--- config.mk ---
export PLATFORM = sky130hd
export DESIGN_NAME = dram_port
export DESIGN_NICKNAME = d
export VERILOG_FILES = /design/src/core/dram_port_pkg.sv /design/src/core/dram_port.sv
export SDC_FILE = /design/constraint.sdc
export NUM_CORES = 1
export LEC_CHECK = 0
export BUFFER_PORTS_ARGS = -buffer_cell sky130_fd_sc_hd__buf_4
export CAP_MARGIN = 20
export CORE_MARGIN = 4
export CORE_UTILIZATION = 55
export CTS_BUF_LIST = sky130_fd_sc_hd__clkbuf_4 sky130_fd_sc_hd__clkbuf_8
export DETAILED_ROUTE_END_ITERATION = 7
export PLACE_DENSITY = 0.79
export SETUP_SLACK_MARGIN = 0.15
export SLEW_MARGIN = 5
export SYNTH_ARGS = -nofsm -noshare
export SYNTH_HDL_FRONTEND = slang
export SYNTH_SLANG_ARGS = --single-unit
--- constraint.sdc ---
create_clock -name core_clk -period 2.75 [get_ports core_clk]
set_clock_uncertainty 0.1 [all_clocks]
set_input_delay 0.55 -clock core_clk [delete_from_list [all_inputs] [get_ports core_clk]]
set_output_delay 0.55 -clock core_clk [all_outputs]
set_load 0.005 [all_outputs]
--- src/core/dram_port_pkg.sv ---
// constants, states and carrier structs for the module dram port
// assumes one 100 MHz core clock and a board-side dram already initialised
package dram_port_pkg;

    // ==========================================================
    // geometry
    localparam int RANKS = 6;         // row strobe / chip select count
    localparam int LANES = 8;         // byte lanes on the data bus
    localparam int ADDR_W = 14;       // multiplexed address pins
    localparam int COL_W = 10;        // column bits
    localparam int RANK_W = 3;        // rank select bits
    localparam int BURST = 4;         // qwords per read burst

    // ==========================================================
    // pin polarity and fixed codes
    localparam logic [13:0] ADDR_INV = 14'h1BFF;    // low-true address pins
    localparam logic [13:0] ADDR_ALLBANK = 14'h0400; // a10 high: all banks
    localparam logic [13:0] ADDR_IDLE = 14'h0000;   // parked address

    // ==========================================================
    // access schedule, in counter steps from the accept cycle
    localparam logic [4:0] CNT_ACT = 5'h01;   // row open
    localparam logic [4:0] CNT_CMD = 5'h03;   // column command
    localparam logic [4:0] SD_FIRST = 5'h08;  // first sdram read beat
    localparam logic [4:0] SD_LAST = 5'h0B;   // last sdram read beat
    localparam logic [4:0] EDO_FIRST = 5'h07; // first edo read beat
    localparam logic [4:0] EDO_LAST = 5'h0D;  // last edo read beat
    localparam logic [4:0] EDO_CAS_LAST = 5'h09; // last edo column strobe
    localparam logic [4:0] CNT_PRE = 5'h0E;   // row close / precharge
    localparam logic [4:0] CNT_END = 5'h0F;   // back to idle

    // ==========================================================
    // controller states
    typedef enum logic [1:0] {
        ST_IDLE = 2'b00,  // waiting for a request
        ST_BUSY = 2'b01,  // running one access
        ST_SELF = 2'b10   // memory kept in self refresh
    } state_e;

    // ==========================================================
    // user request
    typedef struct packed {
        logic valid;               // request present
        logic write;               // 1 write one qword, 0 read a burst
        logic [2:0] rank;          // which strobe / select
        logic [13:0] row;          // row address
        logic [9:0] col;           // start column
        logic [63:0] wdata;        // write data
        logic [7:0] byte_en;       // write byte enables
    } mem_req_s;

    // registered pin levels
    typedef struct packed {
        logic [5:0] rs_cs_n;       // row strobe or chip select
        logic [7:0] cas_dqm;       // column strobe or byte mask
        logic [13:0] addr;         // address pin levels
        logic we_n;                // write enable
        logic sd_ras_n;            // sdram row strobe
        logic sd_cas_n;            // sdram column strobe
        logic cke;                 // clock enable
        logic [63:0] dq_out;       // data out
        logic dq_oe;               // data driven
    } mem_pins_s;

endpackage : dram_port_pkg

--- src/core/dram_port.sv ---
// edo / sdram port controller: one access at a time, pins all registered
// assumes the dram is initialised by other logic (sdram burst length 4,
// cas latency 2) and that mode, suspend and power-down come from core logic
//
// Function
// ecc lines never driven, never checked
// edo mode: six row strobes select row
// sdram mode: same pins are chip selects
// edo mode: eight column strobes select column
// sdram mode: column pins become byte masks
// row and column multiplexed on address bus
// only second address copy used
// first write enable drives data writes
// sdram row strobe latches row, precharges
// sdram column strobe latches column access
// clock enable low means power-down
// spare clock enable unused
// 64-bit data bus driven writes, sampled reads
// reads burst 7-2-2-2 edo, 8-1-1-1 sdram
// suspend puts memory into self refresh
// one memory type, chosen before access
`timescale 1ns/1ps
module dram_port (
    input wire logic core_clk,
    input wire logic rst,
    input wire logic sdram_mode,
    input wire logic suspend,
    input wire logic power_down,
    input wire dram_port_pkg::mem_req_s req,
    output logic req_ready,
    output logic rsp_valid,
    output logic [63:0] rsp_rdata,
    output logic [5:0] row_strobe_or_chip_select_n,
    output logic [7:0] column_strobe_or_byte_mask,
    output logic [13:0] memory_address_bus,
    output logic [13:0] unused_address_copy,
    output logic [1:0] write_enable_n,
    output logic [1:0] sdram_row_strobe_n,
    output logic [1:0] sdram_column_strobe_n,
    output logic clock_enable_primary,
    output logic clock_enable_spare,
    input wire logic [63:0] memory_data_bus_in,
    output logic [63:0] memory_data_bus_out,
    output logic memory_data_bus_oe,
    input wire logic [7:0] ecc_check_lines_in,
    output logic [7:0] ecc_check_lines_out,
    output logic ecc_check_lines_oe
);
    import dram_port_pkg::*;

    // ==========================================================
    // state
    typedef struct packed {
        state_e state;          // controller state
        logic [4:0] cnt;        // schedule counter
        logic sdram;            // latched memory type
        logic ready;            // request may be taken
        mem_req_s req;          // request in progress
        mem_pins_s pins;        // pin levels
        logic rsp_valid;        // read beat valid
        logic [63:0] rsp_data;  // read beat data
        logic [63:0] sync1;     // data pins, first stage
        logic [63:0] sync2;     // data pins, second stage
        logic [7:0] ecc_out;    // ecc pins, parked
        logic ecc_oe;           // ecc pins, never driven
    } state_s;

    state_s st_r;               // registered state
    state_s st_nxt;             // next state
    logic [5:0] rank_sel_n;     // one low bit for the addressed rank
    logic [13:0] addr_log;      // logical address before pin polarity
    logic [1:0] beat;           // edo burst beat
    logic [4:0] since_cmd;      // steps since the column command
    logic rd_beat;              // this step returns a read beat
    logic accept;               // request taken this cycle

    assign accept = req.valid && st_r.ready && st_r.state == ST_IDLE;
    assign rank_sel_n = ~(6'h01 << st_r.req.rank);
    assign since_cmd = 5'(st_r.cnt - CNT_CMD);
    assign beat = since_cmd[2:1];

    // read beats: every step for sdram, every second step for edo
    always_comb begin
        if (st_r.sdram) begin
            rd_beat = st_r.cnt >= SD_FIRST && st_r.cnt <= SD_LAST;
        end else begin
            rd_beat = st_r.cnt >= EDO_FIRST && st_r.cnt <= EDO_LAST
                && st_r.cnt[0];
        end
    end

    // ==========================================================
    // next state and pin levels
    always_comb begin
        st_nxt = st_r;
        addr_log = ADDR_IDLE;
        st_nxt.rsp_valid = 1'b0;
        st_nxt.sync1 = memory_data_bus_in;
        st_nxt.sync2 = st_r.sync1;
        st_nxt.ecc_out = 8'h00;
        st_nxt.ecc_oe = 1'b0;
        // parked pins: all strobes high, masks set, bus released
        st_nxt.pins.rs_cs_n = 6'h3F;
        st_nxt.pins.cas_dqm = 8'hFF;
        st_nxt.pins.we_n = 1'b1;
        st_nxt.pins.sd_ras_n = 1'b1;
        st_nxt.pins.sd_cas_n = 1'b1;
        st_nxt.pins.cke = !power_down;
        st_nxt.pins.dq_out = st_r.req.wdata;
        st_nxt.pins.dq_oe = 1'b0;
        case (st_r.state)
            ST_IDLE: begin
                // type only follows its input between accesses
                st_nxt.sdram = sdram_mode;
                if (accept) begin
                    st_nxt.state = ST_BUSY;
                    st_nxt.cnt = CNT_ACT;
                    st_nxt.req = req;
                end else if (suspend) begin
                    st_nxt.state = ST_SELF;
                    st_nxt.cnt = 5'h00;
                end
            end
            ST_BUSY: begin
                st_nxt.cnt = 5'(st_r.cnt + 5'h01);
                if (st_r.sdram) begin
                    if (st_r.cnt == CNT_ACT) begin
                        // activate: select, row strobe, row on the bus
                        st_nxt.pins.rs_cs_n = rank_sel_n;
                        st_nxt.pins.sd_ras_n = 1'b0;
                        addr_log = st_r.req.row;
                    end else if (st_r.cnt == CNT_CMD) begin
                        // read or write: column strobe, column on the bus
                        st_nxt.pins.rs_cs_n = rank_sel_n;
                        st_nxt.pins.sd_cas_n = 1'b0;
                        addr_log = {4'h0, st_r.req.col};
                        st_nxt.pins.we_n = !st_r.req.write;
                        st_nxt.pins.dq_oe = st_r.req.write;
                        st_nxt.pins.cas_dqm = st_r.req.write
                            ? ~st_r.req.byte_en : 8'h00;
                    end else if (st_r.cnt == CNT_PRE) begin
                        // precharge all banks of the rank
                        st_nxt.pins.rs_cs_n = rank_sel_n;
                        st_nxt.pins.sd_ras_n = 1'b0;
                        st_nxt.pins.we_n = 1'b0;
                        addr_log = ADDR_ALLBANK;
                    end else if (!st_r.req.write && st_r.cnt > CNT_CMD) begin
                        st_nxt.pins.cas_dqm = 8'h00;
                    end
                end else begin
                    // edo: row strobe held from the row step up to the precharge step
                    if (st_r.cnt < CNT_PRE) begin
                        st_nxt.pins.rs_cs_n = rank_sel_n;
                        addr_log = (st_r.cnt < CNT_CMD) ? st_r.req.row
                            : {4'h0, 10'(st_r.req.col + {8'h00, beat})};
                    end
                    if (st_r.req.write) begin
                        // data and write enable lead the column strobe
                        if (st_r.cnt == CNT_CMD) begin
                            st_nxt.pins.cas_dqm = ~st_r.req.byte_en;
                        end
                        if (st_r.cnt >= CNT_CMD - 5'h01 && st_r.cnt <= CNT_CMD) begin
                            st_nxt.pins.we_n = 1'b0;
                            st_nxt.pins.dq_oe = 1'b1;
                        end
                    end else if (st_r.cnt >= CNT_CMD && st_r.cnt <= EDO_CAS_LAST
                        && st_r.cnt[0]) begin
                        st_nxt.pins.cas_dqm = 8'h00;
                    end
                end
                if (!st_r.req.write && rd_beat) begin
                    st_nxt.rsp_valid = 1'b1;
                    st_nxt.rsp_data = st_r.sync2;
                end
                if (st_r.cnt == CNT_END) begin
                    st_nxt.state = ST_IDLE;
                end
            end
            ST_SELF: begin
                // first step enters self refresh, later steps hold it
                st_nxt.cnt = 5'h01;
                if (st_r.sdram) begin
                    st_nxt.pins.cke = 1'b0;
                    if (st_r.cnt == 5'h00 && suspend) begin
                        st_nxt.pins.rs_cs_n = 6'h00;
                        st_nxt.pins.sd_ras_n = 1'b0;
                        st_nxt.pins.sd_cas_n = 1'b0;
                    end
                end else if (suspend) begin
                    // cas before ras, held: the edo parts refresh alone
                    // strobes park on the exit step so idle never shows them low
                    st_nxt.pins.cas_dqm = 8'h00;
                    if (st_r.cnt != 5'h00) begin
                        st_nxt.pins.rs_cs_n = 6'h00;
                    end
                end
                if (!suspend) begin
                    st_nxt.state = ST_IDLE;
                end
            end
            default: begin
                st_nxt.state = ST_IDLE;
            end
        endcase
        st_nxt.pins.addr = addr_log ^ ADDR_INV;
        st_nxt.ready = st_nxt.state == ST_IDLE;
    end

    // ==========================================================
    // state register, synchronous reset
    always_ff @(posedge core_clk) begin
        if (rst) begin
            st_r <= '0;
            st_r.pins.rs_cs_n <= 6'h3F;
            st_r.pins.cas_dqm <= 8'hFF;
            st_r.pins.addr <= ADDR_INV;
            st_r.pins.we_n <= 1'b1;
            st_r.pins.sd_ras_n <= 1'b1;
            st_r.pins.sd_cas_n <= 1'b1;
        end else begin
            st_r <= st_nxt;
        end
    end

    // ==========================================================
    // outputs, all from the state register
    assign req_ready = st_r.ready;
    assign rsp_valid = st_r.rsp_valid;
    assign rsp_rdata = st_r.rsp_data;
    assign row_strobe_or_chip_select_n = st_r.pins.rs_cs_n;
    assign column_strobe_or_byte_mask = st_r.pins.cas_dqm;
    assign memory_address_bus = st_r.pins.addr;
    assign unused_address_copy = st_r.ecc_out[0] ? ADDR_INV : ADDR_IDLE;
    assign write_enable_n = {st_r.pins.we_n, st_r.pins.we_n};
    assign sdram_row_strobe_n = {2{st_r.pins.sd_ras_n}};
    assign sdram_column_strobe_n = {2{st_r.pins.sd_cas_n}};
    assign clock_enable_primary = st_r.pins.cke;
    assign clock_enable_spare = st_r.ecc_oe;
    assign memory_data_bus_out = st_r.pins.dq_out;
    assign memory_data_bus_oe = st_r.pins.dq_oe;
    assign ecc_check_lines_out = st_r.ecc_out;
    assign ecc_check_lines_oe = st_r.ecc_oe;
endmodule : dram_port

==> flow_summary_export.csv, run 1 <==
group,metric,value,unit
finish,fin_nets,1936,
hold_path,min-delay-start,"memory_data_bus_in[36]",
yosys,ys_types,53,
power_and_ir_drop,power.total,12.29,mW
yosys,synth-edff-count,0,
timing,post-route-period-util,88.78,%
timing,setup-violations-final,0,
global_route,grt_start_max_net_pins,129,
worst_setup_path,cp_cell_sequence,"inv_1, ha_1, ha_1, a21o_1, nor4b_1, xnor2_1, a211oi_1, nor2_1",
power_and_ir_drop,p_leak,7.078,nW
yosys,yosysMostFrequentCell,"dfxtp_1",
timing,period_minus_slack,2.442,ns
global_route,top_usage_layer,"met2",
yosys,async_flop_share,0,%
global_route,use_met3,6.899,%
worst_setup_path,crit_buf_inv,1,
worst_setup_path,path_delay_family,"adder cells",
placement,io_buffers,335,
yosys,synth_top_area_cell,"dfxtp_1",
worst_setup_path,slowest_delay,0.48,ns
detailed_routing,ant_nets,0,
detailed_routing,drc,0,
placement,dp_hpwl,21100,um
hold_path,hp-class,"in -> reg",
worst_setup_path,critPathSlowestCell,"dfxtp_1",
worst_setup_path,crit_path_end_kind,"flip-flop",
global_route,track_usage,20.66,%
finish,num_antenna_cells,0,
yosys,synth_top_area_share,55.09,%
hold_path,hold_end,"st_nxt[45]",
worst_setup_path,crit_path_frequent_cell,"ha_1",
run,maxCapViolCount,0,
worst_setup_path,worstReg2RegEnd,"memory_address_bus[9]",
worst_setup_path,cp-start-kind,"flip-flop",
worst_setup_path,critPathRequiredTime,3.11,ns
clock_network,cts.sinks,399,
clock_network,cts_buffer_depth,3,
timing,rsz0062_at_grt,"false",
floorplan,die_w,170.4,um
floorplan,num_rows,59,
global_route,met2_usage,36.69,%
yosys,synth-seq-cells,399,
clock_network,clockRootBuffer,"clkbuf_8",
global_route,grt_use_met1,23.24,%
global_route,antenna_found_initial,1,
worst_setup_path,ff2ff_path_depth,8,
detailed_routing,firstDrtPassIters,4,
detailed_routing,wl,32020,um
detailed_routing,num_vias,10400,
power_and_ir_drop,pwr_density_cell,711.3,mW/mm^2
clock_network,cts_buffers,60,
yosys,synth.area.top_cells,"dfxtp_1, buf_4, nand2_1",
floorplan,initial_core_util,55.80,%
clock_network,cts_tree,"yes",
yosys,syn_avg_cell_area,9.130,um^2
placement,gp_congestion,0.8611,
power_and_ir_drop,worst_ir_drop_vdd,0.0005508,V
detailed_routing,routedWlPerCell,15.06,um
yosys,ys_warn_count,0,
floorplan,coreArea,0.02598,mm^2
global_route,grt_pass1_wl,49060,um
clock_network,htreeDepth,2,
yosys,synthCells,1588,
worst_setup_path,crit_type,"reg -> reg",
yosys,syn_area,0.01450,mm^2
finish,drive_gt1_share,26.28,%
status,status,"finished clean",
yosys,synthFlopType,"dfxtp_1",
timing,finalHoldViolations,0,
yosys,synth_common_cells,"dfxtp_1, nand2_1, buf_4",
worst_setup_path,regToRegSetupSlack,0.31,ns
hold_path,worstHoldPathCells,2,
finish,area_growth,19.17,%
yosys,ys_seq_area_share,55.09,%
floorplan,die_height,170.4,um
global_route,grt_pass1_vias,9903,
worst_setup_path,cp.arrival,2.81,ns
timing,maxSlewViolCount,0,
clock_network,clk_pin_slew,0.06,ns
detailed_routing,drt_iter0_markers,539,
timing,max_slew_margin,52.13,%
worst_setup_path,path_max_fanout,9,
timing,worstMarginPinSlew,0.7180,ns
timing,max_freq,409.6,MHz
floorplan,io_pins,368,
global_route,gr-total-overflow,0,
worst_setup_path,r2r-start,"st_r[402]",
timing,fin_tns_setup,0,ns
detailed_routing,via_per_inst,4.888,
clock_network,clk_latency,0.58,ns
floorplan,design.die.area,0.02902,mm^2
-- cell usage in the layout (no fill, tap or decap), drive strengths merged, types with 6 or more instances in the layout --
cell type / netlist / final
a211oi: 6 / 6
a21o: 6 / 6
a21oi: 182 / 182
a22oi: 6 / 6
and2: 12 / 12
buf: 215 / 349
clkbuf: 63 / 104
conb: 1 / 24
dfxtp: 399 / 399
ha: 11 / 11
inv: 11 / 12
nand2: 345 / 345
nand3: 8 / 8
nor2: 30 / 30
nor2b: 196 / 196
nor3: 7 / 7
o21ai: 33 / 33
xnor2: 6 / 6
-- worst register-to-register path, cell delays in order (launching register included) --
cell      delay, ns
dfxtp_1        0.48
inv_1          0.17
ha_1           0.36
ha_1           0.20
a21o_1         0.17
nor4b_1        0.44
xnor2_1        0.12
a211oi_1       0.25
nor2_1         0.06
-- worst max-delay path by stage --
stage / startpoint / to / cells past startpoint
3_5_place_dp: st_r[403] / rsp_rdata[39] / 8
4_1_cts: st_r[403] / rsp_rdata[17] / 8
6_report: st_r[402] / memory_address_bus[9] / 8
2_1_floorplan: st_r[402] / memory_address_bus[8] / 9
5_1_grt: st_r[402] / rsp_rdata[17] / 8
3_3_place_gp: st_r[402] / memory_address_bus[6] / 9
-- flip-flops by register name (all words and copies together), names as in the netlist, 6 cells and up --
name	count
column_strobe_or_byte_mask	8
rsp_rdata	64
st_nxt	128
row_strobe_or_chip_select_n	6
memory_address_bus	14
memory_data_bus_out	64
st_r	108
-- area by class of cell --
type                            count  area (um^2)
Timing Repair Buffer              351         2738
Clock inverter                      5        81.33
Tap cell                          335        419.2
Inverter                           11        41.29
Multi-Input combinational cell    923         4767
Sequential cell                   399         7989
Fill cell                        2066         8707
Clock buffer                      103         1242
-- per-stage QoR --
| stage | std cells | instance area [um^2] | setup slack, ns | hold slack, ns | util, % |
|---|---|---|---|---|---|
| after floorplan | 1611 | 14590 | 0.5939 | 0.2582 | - |
| after global placement | 2017 | 15920 | 0.3993 | 0.2642 | 61.26 |
| after detailed placement | 2017 | 15920 | 0.3180 | 0.2700 | 61.26 |
| after CTS | 2126 | 17250 | 0.2883 | 0.03608 | 66.39 |
| after global routing | 2127 | 17280 | 0.1953 | 0.04065 | 66.49 |
| final | 2127 | 17280 | 0.3084 | 0.07600 | 66.49 |
-- cell families after synthesis --
group | count (synthesis) | share of synthesized area (%)
compound gates | 254 | 9.708
xor+xnor | 8 | 0.4833
fa+ha+maj | 12 | 1.087
buf+inv | 289 | 12.84
flops | 399 | 55.09
mux | 3 | 0.2071
other cells | 1 | 0.02586
simple gates | 622 | 20.56
-- routing by layer --
layer / up-vias / share of wire (%)
met1: 4776 / 38
met3: 78 / 8.9
met5: - / 0.041
met2: 351 / 50
met4: 2 / 2.8
li1: 5189 / -
-- power breakdown --
group / total, mW / internal (mW) / switching [mW]
logic: 0.995 / 0.481 / 0.514
registers: 6.16 / 6.04 / 0.121
clock network: 5.13 / 3.01 / 2.12
total: 12.3 / 9.53 / 2.76
-- repair_timing --
action / 4_1_cts / 5_1_grt
hold endpoints to repair: 1 / 0
endpoints found under the setup margin: 0 / 22
resized for setup: 0 / 1
hold buffers: 1 / 0
buffers inserted: 0 / 0
Power figures use the tool's default switching activity.
==> inputs of run 2 (changes only) <==
==> constraint.sdc (replaced) <==
create_clock -name core_clk -period 2.7 [get_ports core_clk]
set_clock_uncertainty 0.1 [all_clocks]
set_input_delay 0.54 -clock core_clk [delete_from_list [all_inputs] [get_ports core_clk]]
set_output_delay 0.54 -clock core_clk [all_outputs]
set_load 0.005 [all_outputs]
==> run 2 against run 1 <==
Final area increased by 0.57%. Utilization increased by 0.38 points. Fmax increased by 3.5%. Final cell count about the same. Sequential share of layout area decreased by 0.26 points. Routed wire length decreased by 1.0%. Sequential cell count unchanged. Clock power increased by 9.6%. Count of clock-buffer cells in the layout decreased by 13. Highest routed layer unchanged.
==> flow_summary_export.csv, run 2 (synthesized netlist as in run 1, its figures left out) <==
group,metric,value,unit
hold_path,hp-class,"in -> reg",
power_and_ir_drop,worst_ir_drop_vdd,0.0005992,V
floorplan,die_height,170.4,um
finish,fin_nets,1936,
clock_network,cts_setup_buffers,0,
worst_setup_path,crit_start,"st_r[402]",
clock_network,clk_latency,0.58,ns
clock_network,htreeDepth,2,
clock_network,cts.sinks,399,
clock_network,cts_tree,"yes",
timing,rsz0062_at_grt,"false",
timing,worstMarginPinSlew,0.6929,ns
global_route,grt_pass1_vias,9938,
detailed_routing,drt_iter0_markers,589,
finish,layout_common_cells,"dfxtp_1, nand2_1, buf_4",
worst_setup_path,crit_path_end_kind,"flip-flop",
clock_network,cts_buffer_depth,3,
power_and_ir_drop,pwr_density_cell,743.1,mW/mm^2
finish,area_growth,19.85,%
detailed_routing,via_per_inst,4.873,
clock_network,cts_buffers,60,
detailed_routing,drc,0,
global_route,grt_pass1_wl,49230,um
timing,post-route-period-util,87.36,%
global_route,antenna_found_initial,1,
floorplan,initial_core_util,55.80,%
worst_setup_path,cp.arrival,2.69,ns
hold_path,min-delay-start,"memory_data_bus_in[33]",
detailed_routing,routedWlPerCell,14.89,um
placement,dp.cells,2018,
finish,num_antenna_cells,0,
floorplan,die_w,170.4,um
global_route,track_usage,20.71,%
worst_setup_path,path_max_fanout,9,
detailed_routing,num_vias,10370,
worst_setup_path,cp-start-kind,"flip-flop",
finish,fin_area,0.01738,mm^2
timing,max_slew_margin,53.81,%
placement,io_buffers,335,
detailed_routing,wl,31690,um
floorplan,num_rows,59,
clock_network,clk_pin_slew,0.07,ns
timing,fin_tns_setup,0,ns
worst_setup_path,r2r-start,"st_r[402]",
placement,gp_congestion,0.8584,
clock_network,clockRootBuffer,"clkbuf_8",
finish,finalNonFillerCells,2128,
detailed_routing,ant_nets,0,
floorplan,io_pins,368,
finish,largest_register_ffs,128,
timing,setup-violations-final,0,
placement,placed_area,0.01591,mm^2
floorplan,coreArea,0.02598,mm^2
worst_setup_path,crit_type,"reg -> reg",
power_and_ir_drop,p_leak,7.119,nW
status,status,"finished clean",
floorplan,design.die.area,0.02902,mm^2
timing,period_minus_slack,2.359,ns
timing,max_freq,424.0,MHz
placement,dp_hpwl,21350,um
detailed_routing,firstDrtPassIters,5,
global_route,gr-total-overflow,0,
worst_setup_path,critPathRequiredTime,3.03,ns
worst_setup_path,regToRegSetupSlack,0.34,ns
global_route,grt_start_max_net_pins,138,
timing,finalHoldViolations,0,
run,maxCapViolCount,0,
finish,layout_commonest_cell,"dfxtp_1",
timing,maxSlewViolCount,0,
finish,drive_gt1_share,26.44,%
-- run 2: changes by cell type in the layout (fill, tap and decap cells not counted), moves of 2 or more --
cell	before	now
clkinv_2	2	10
clkbuf_4	28	9
bufinv_16	2	6
clkbuf_8	75	81
buf_4	342	344
-- run 2: worst max-delay path: stages (launching register included) --
cell      delay, ns
dfxtp_2        0.41
inv_1          0.13
ha_1           0.35
ha_1           0.22
fa_1           0.44
xnor2_1        0.15
a211oi_1       0.31
o21ai_1        0.10
-- run 2: path summary, 6_finish.rpt --
| path | cells past startpoint | endpoint |
|---|---|---|
| setup / recovery | 7 | memory_address_bus[2] |
| hold / removal | 2 | st_nxt[42] |
| setup reg to reg | 7 | memory_address_bus[2] |
| hold reg to reg | 1 | memory_address_bus[11] |
-- run 2: metal layers --
metal | share of wire [%] | routed length, um | track usage (%) | vias to the layer above
met5 | 0.041 | 13 | 0 | -
met4 | 2.8 | 901 | 7.535 | 2
met3 | 9.1 | 2876 | 6.829 | 66
met2 | 50 | 15900 | 36.21 | 376
met1 | 38 | 12000 | 23.67 | 4733
li1 | - | - | - | 5193
-- run 2: timing repair --
| item | 4_1_cts | 5_1_grt |
|---|---|---|
| endpoints found under the setup margin | 0 | 64 |
| endpoints found under the hold margin | 1 | 0 |
| hold buffers | 1 | 0 |
| resized for setup | 0 | 3 |
-- run 2: stage by stage --
stage | setup slack, ns | total power, mW | hold slack (ns) | util (%)
5_1_grt | 0.1761 | 13.43 | 0.02058 | 66.87
3_3_place_gp | 0.3545 | 7.374 | 0.2637 | 61.24
4_1_cts | 0.2517 | 13.05 | 0.02068 | 66.84
3_5_place_dp | 0.2850 | 7.414 | 0.2700 | 61.24
6_report | 0.3414 | 12.91 | 0.06761 | 66.87
2_1_floorplan | 0.5439 | 7.045 | 0.2582 | -
-- run 2: area by class of cell --
| cell class | count | area, um^2 |
|---|---|---|
| clock buffers | 90 | 1182 |
| clock inverters | 19 | 262.8 |
| fillers | 2069 | 8608 |
| inverters | 11 | 41.29 |
| multi-input cells | 923 | 4773 |
| flip-flops and latches | 399 | 7990 |
| well taps | 335 | 419.2 |
| repair buffers | 351 | 2708 |
-- run 2: where the power goes --
| group | internal [mW] | total [mW] | switching (mW) | leakage (nW) |
|---|---|---|---|---|
| Sequential | 6.15 | 6.28 | 0.122 | 3.25 |
| Combinational | 0.488 | 1.01 | 0.525 | 3.11 |
| Clock | 3.38 | 5.62 | 2.24 | 0.759 |
==> inputs of run 3 (changes only) <==
--- a/config.mk
+++ b/config.mk
@@ -8,10 +8,10 @@
 export BUFFER_PORTS_ARGS = -buffer_cell sky130_fd_sc_hd__buf_4
 export CAP_MARGIN = 20
 export CORE_MARGIN = 4
-export CORE_UTILIZATION = 55
+export CORE_UTILIZATION = 59
 export CTS_BUF_LIST = sky130_fd_sc_hd__clkbuf_4 sky130_fd_sc_hd__clkbuf_8
 export DETAILED_ROUTE_END_ITERATION = 7
-export PLACE_DENSITY = 0.79
+export PLACE_DENSITY = 0.84
 export SETUP_SLACK_MARGIN = 0.15
 export SLEW_MARGIN = 5
 export SYNTH_ARGS = -nofsm -noshare
==> constraint.sdc (replaced) <==
create_clock -name core_clk -period 2.96 [get_ports core_clk]
set_clock_uncertainty 0.1 [all_clocks]
set_input_delay 0.592 -clock core_clk [delete_from_list [all_inputs] [get_ports core_clk]]
set_output_delay 0.592 -clock core_clk [all_outputs]
set_load 0.005 [all_outputs]
==> run 3 against run 2 <==
Combinational power decreased by 8%. Routed wire length grew 0.25%. Count of clock-buffer cells in the layout increased by 6. Via count rose by 0.27%. Sequential power fell by 8.9%. Utilization increased by 4.3 points. Worst setup slack lost 0.085 ns.
==> flow_summary_export.csv, run 3 (synthesized netlist as in run 1, its figures left out) <==
group,metric,value,unit
floorplan,design.die.area,0.02715,mm^2
global_route,track_usage,22.15,%
worst_setup_path,regToRegSetupSlack,0.26,ns
finish,area_growth,18.98,%
power_and_ir_drop,pwr_density_cell,669.0,mW/mm^2
power_and_ir_drop,worst_ir_drop_vdd,0.0004469,V
timing,period_minus_slack,2.704,ns
status,status,"finished clean",
worst_setup_path,ff2ff_path_depth,7,
worst_setup_path,critPathRequiredTime,3.35,ns
finish,multiInputGateArea,0.004767,mm^2
timing,max_freq,369.9,MHz
detailed_routing,num_vias,10400,
floorplan,die_height,164.8,um
detailed_routing,firstDrtPassIters,7,
timing,max_slew_margin,50.82,%
clock_network,cts_buffer_depth,3,
clock_network,htreeDepth,2,
timing,fin_tns_setup,0,ns
detailed_routing,via_per_inst,4.921,
hold_path,min-delay-start,"power_down",
finish,layout_commonest_cell,"dfxtp_1",
worst_setup_path,worstReg2RegEnd,"rsp_rdata[43]",
timing,maxSlewViolCount,0,
global_route,antenna_found_initial,0,
global_route,grt_pass1_vias,9991,
power_and_ir_drop,p_int,8.932,mW
clock_network,cts_buffers,59,
clock_network,cts_setup_buffers,0,
clock_network,clk_pin_slew,0.06,ns
timing,worstMarginPinSlew,0.7377,ns
floorplan,num_rows,57,
run,maxCapViolCount,0,
timing,setup_slack,0.2563,ns
hold_path,worstHoldPathCells,2,
worst_setup_path,cp.arrival,3.10,ns
worst_setup_path,path_max_fanout,43,
timing,finalHoldViolations,0,
detailed_routing,wl,31770,um
finish,drive_gt1_share,26.16,%
hold_path,hold_end,"clock_enable_primary",
global_route,grt_pass1_wl,48870,um
power_and_ir_drop,netSwitchingPower,2.609,mW
detailed_routing,ant_nets,0,
clock_network,clk_latency,0.57,ns
timing,post-route-period-util,91.34,%
finish,seq_area,0.007988,mm^2
worst_setup_path,cp-start-kind,"flip-flop",
global_route,grt_start_max_net_pins,145,
worst_setup_path,crit_type,"reg -> reg",
floorplan,die_w,164.8,um
hold_path,hp-class,"in -> reg",
placement,gp_congestion,0.8359,
power_and_ir_drop,power_frac_comb,8.0,%
finish,largest_register_ffs,128,
power_and_ir_drop,swShare,22.61,%
floorplan,coreArea,0.02425,mm^2
detailed_routing,drc,0,
finish,layout_common_cells,"dfxtp_1, nand2_1, buf_4",
clock_network,cts_tree,"yes",
finish,num_antenna_cells,0,
finish,fill_cells,1786,
timing,setup-violations-final,0,
clock_network,clockRootBuffer,"clkbuf_8",
floorplan,initial_core_util,59.79,%
power_and_ir_drop,p_leak,7.065,nW
clock_network,cts.sinks,399,
placement,pre_cts_slack,0.2753,ns
detailed_routing,routedWlPerCell,15.04,um
power_and_ir_drop,seq_power_share,49.6,%
finish,fin_nets,1931,
clock_network,cts_hold_buf,0,
worst_setup_path,crit_path_end_kind,"flip-flop",
clock_network,cts.repair.resized,0,
floorplan,io_pins,368,
global_route,gr-total-overflow,0,
timing,fin_hold_ws,0.08376,ns
power_and_ir_drop,power_frac_clock,42.4,%
placement,dp_hpwl,21120,um
worst_setup_path,r2r-start,"st_r[403]",
detailed_routing,drt_iter0_markers,644,
placement,io_buffers,335,
timing,rsz0062_at_grt,"false",
[run 3: per-layer routing]
metal | global-route usage, % | wire [um] | vias to the layer above
li1 | - | - | 5179
met1 | 24.41 | 11850 | 4776
met2 | 38.56 | 15690 | 367
met3 | 8.485 | 3125 | 76
met4 | 8.658 | 1106 | 0
met5 | 0 | 0 | -
[run 3: final cells by class]
type / instances / area share (%)
inverters: 11 / 0.2393
well taps: 324 / 2.350
clock inverters: 13 / 0.8921
flip-flops and latches: 399 / 46.30
multi-input cells: 923 / 27.63
repair buffers: 347 / 15.51
clock buffers: 96 / 7.079
[run 3: power by group through the flow]
stage	sequential, mW	clock (mW)	combinational [mW]
global route	5.74	5.24	1.03
detailed placement	5.83	0	0.923
floorplan	5.80	0	0.624
CTS	5.72	4.98	0.929
global placement	5.82	0	0.896
finish	5.72	4.89	0.925
[run 3: worst max-delay path: stages (launching register included)]
cell and delay, ns:
dfxtp_1 0.50, ha_1 0.45, and3b_1 0.23, o22ai_1 0.29, o2111a_2 0.49, buf_12 0.27
nand2_1 0.10, a21oi_1 0.17
[run 3: worst max-delay path by stage]
| stage | end | cells after the start | start |
|---|---|---|---|
| 2_1_floorplan | memory_address_bus[8] | 9 | st_r[402] |
| 3_3_place_gp | rsp_rdata[44] | 7 | st_r[403] |
| 3_5_place_dp | memory_address_bus[9] | 8 | st_r[403] |
| 4_1_cts | memory_address_bus[9] | 8 | st_r[403] |
| 5_1_grt | rsp_rdata[43] | 7 | st_r[403] |
| 6_report | rsp_rdata[43] | 7 | st_r[403] |
[run 3: metrics by stage]
step	utilization, %	cell area (um^2)	total power [mW]	instances
after floorplan	-	14590	6.426	1611
after global placement	65.47	15880	6.719	2004
after detailed placement	65.47	15880	6.757	2004
after CTS	71.15	17250	11.63	2113
after global routing	71.15	17250	12.01	2113
final	71.15	17250	11.54	2113
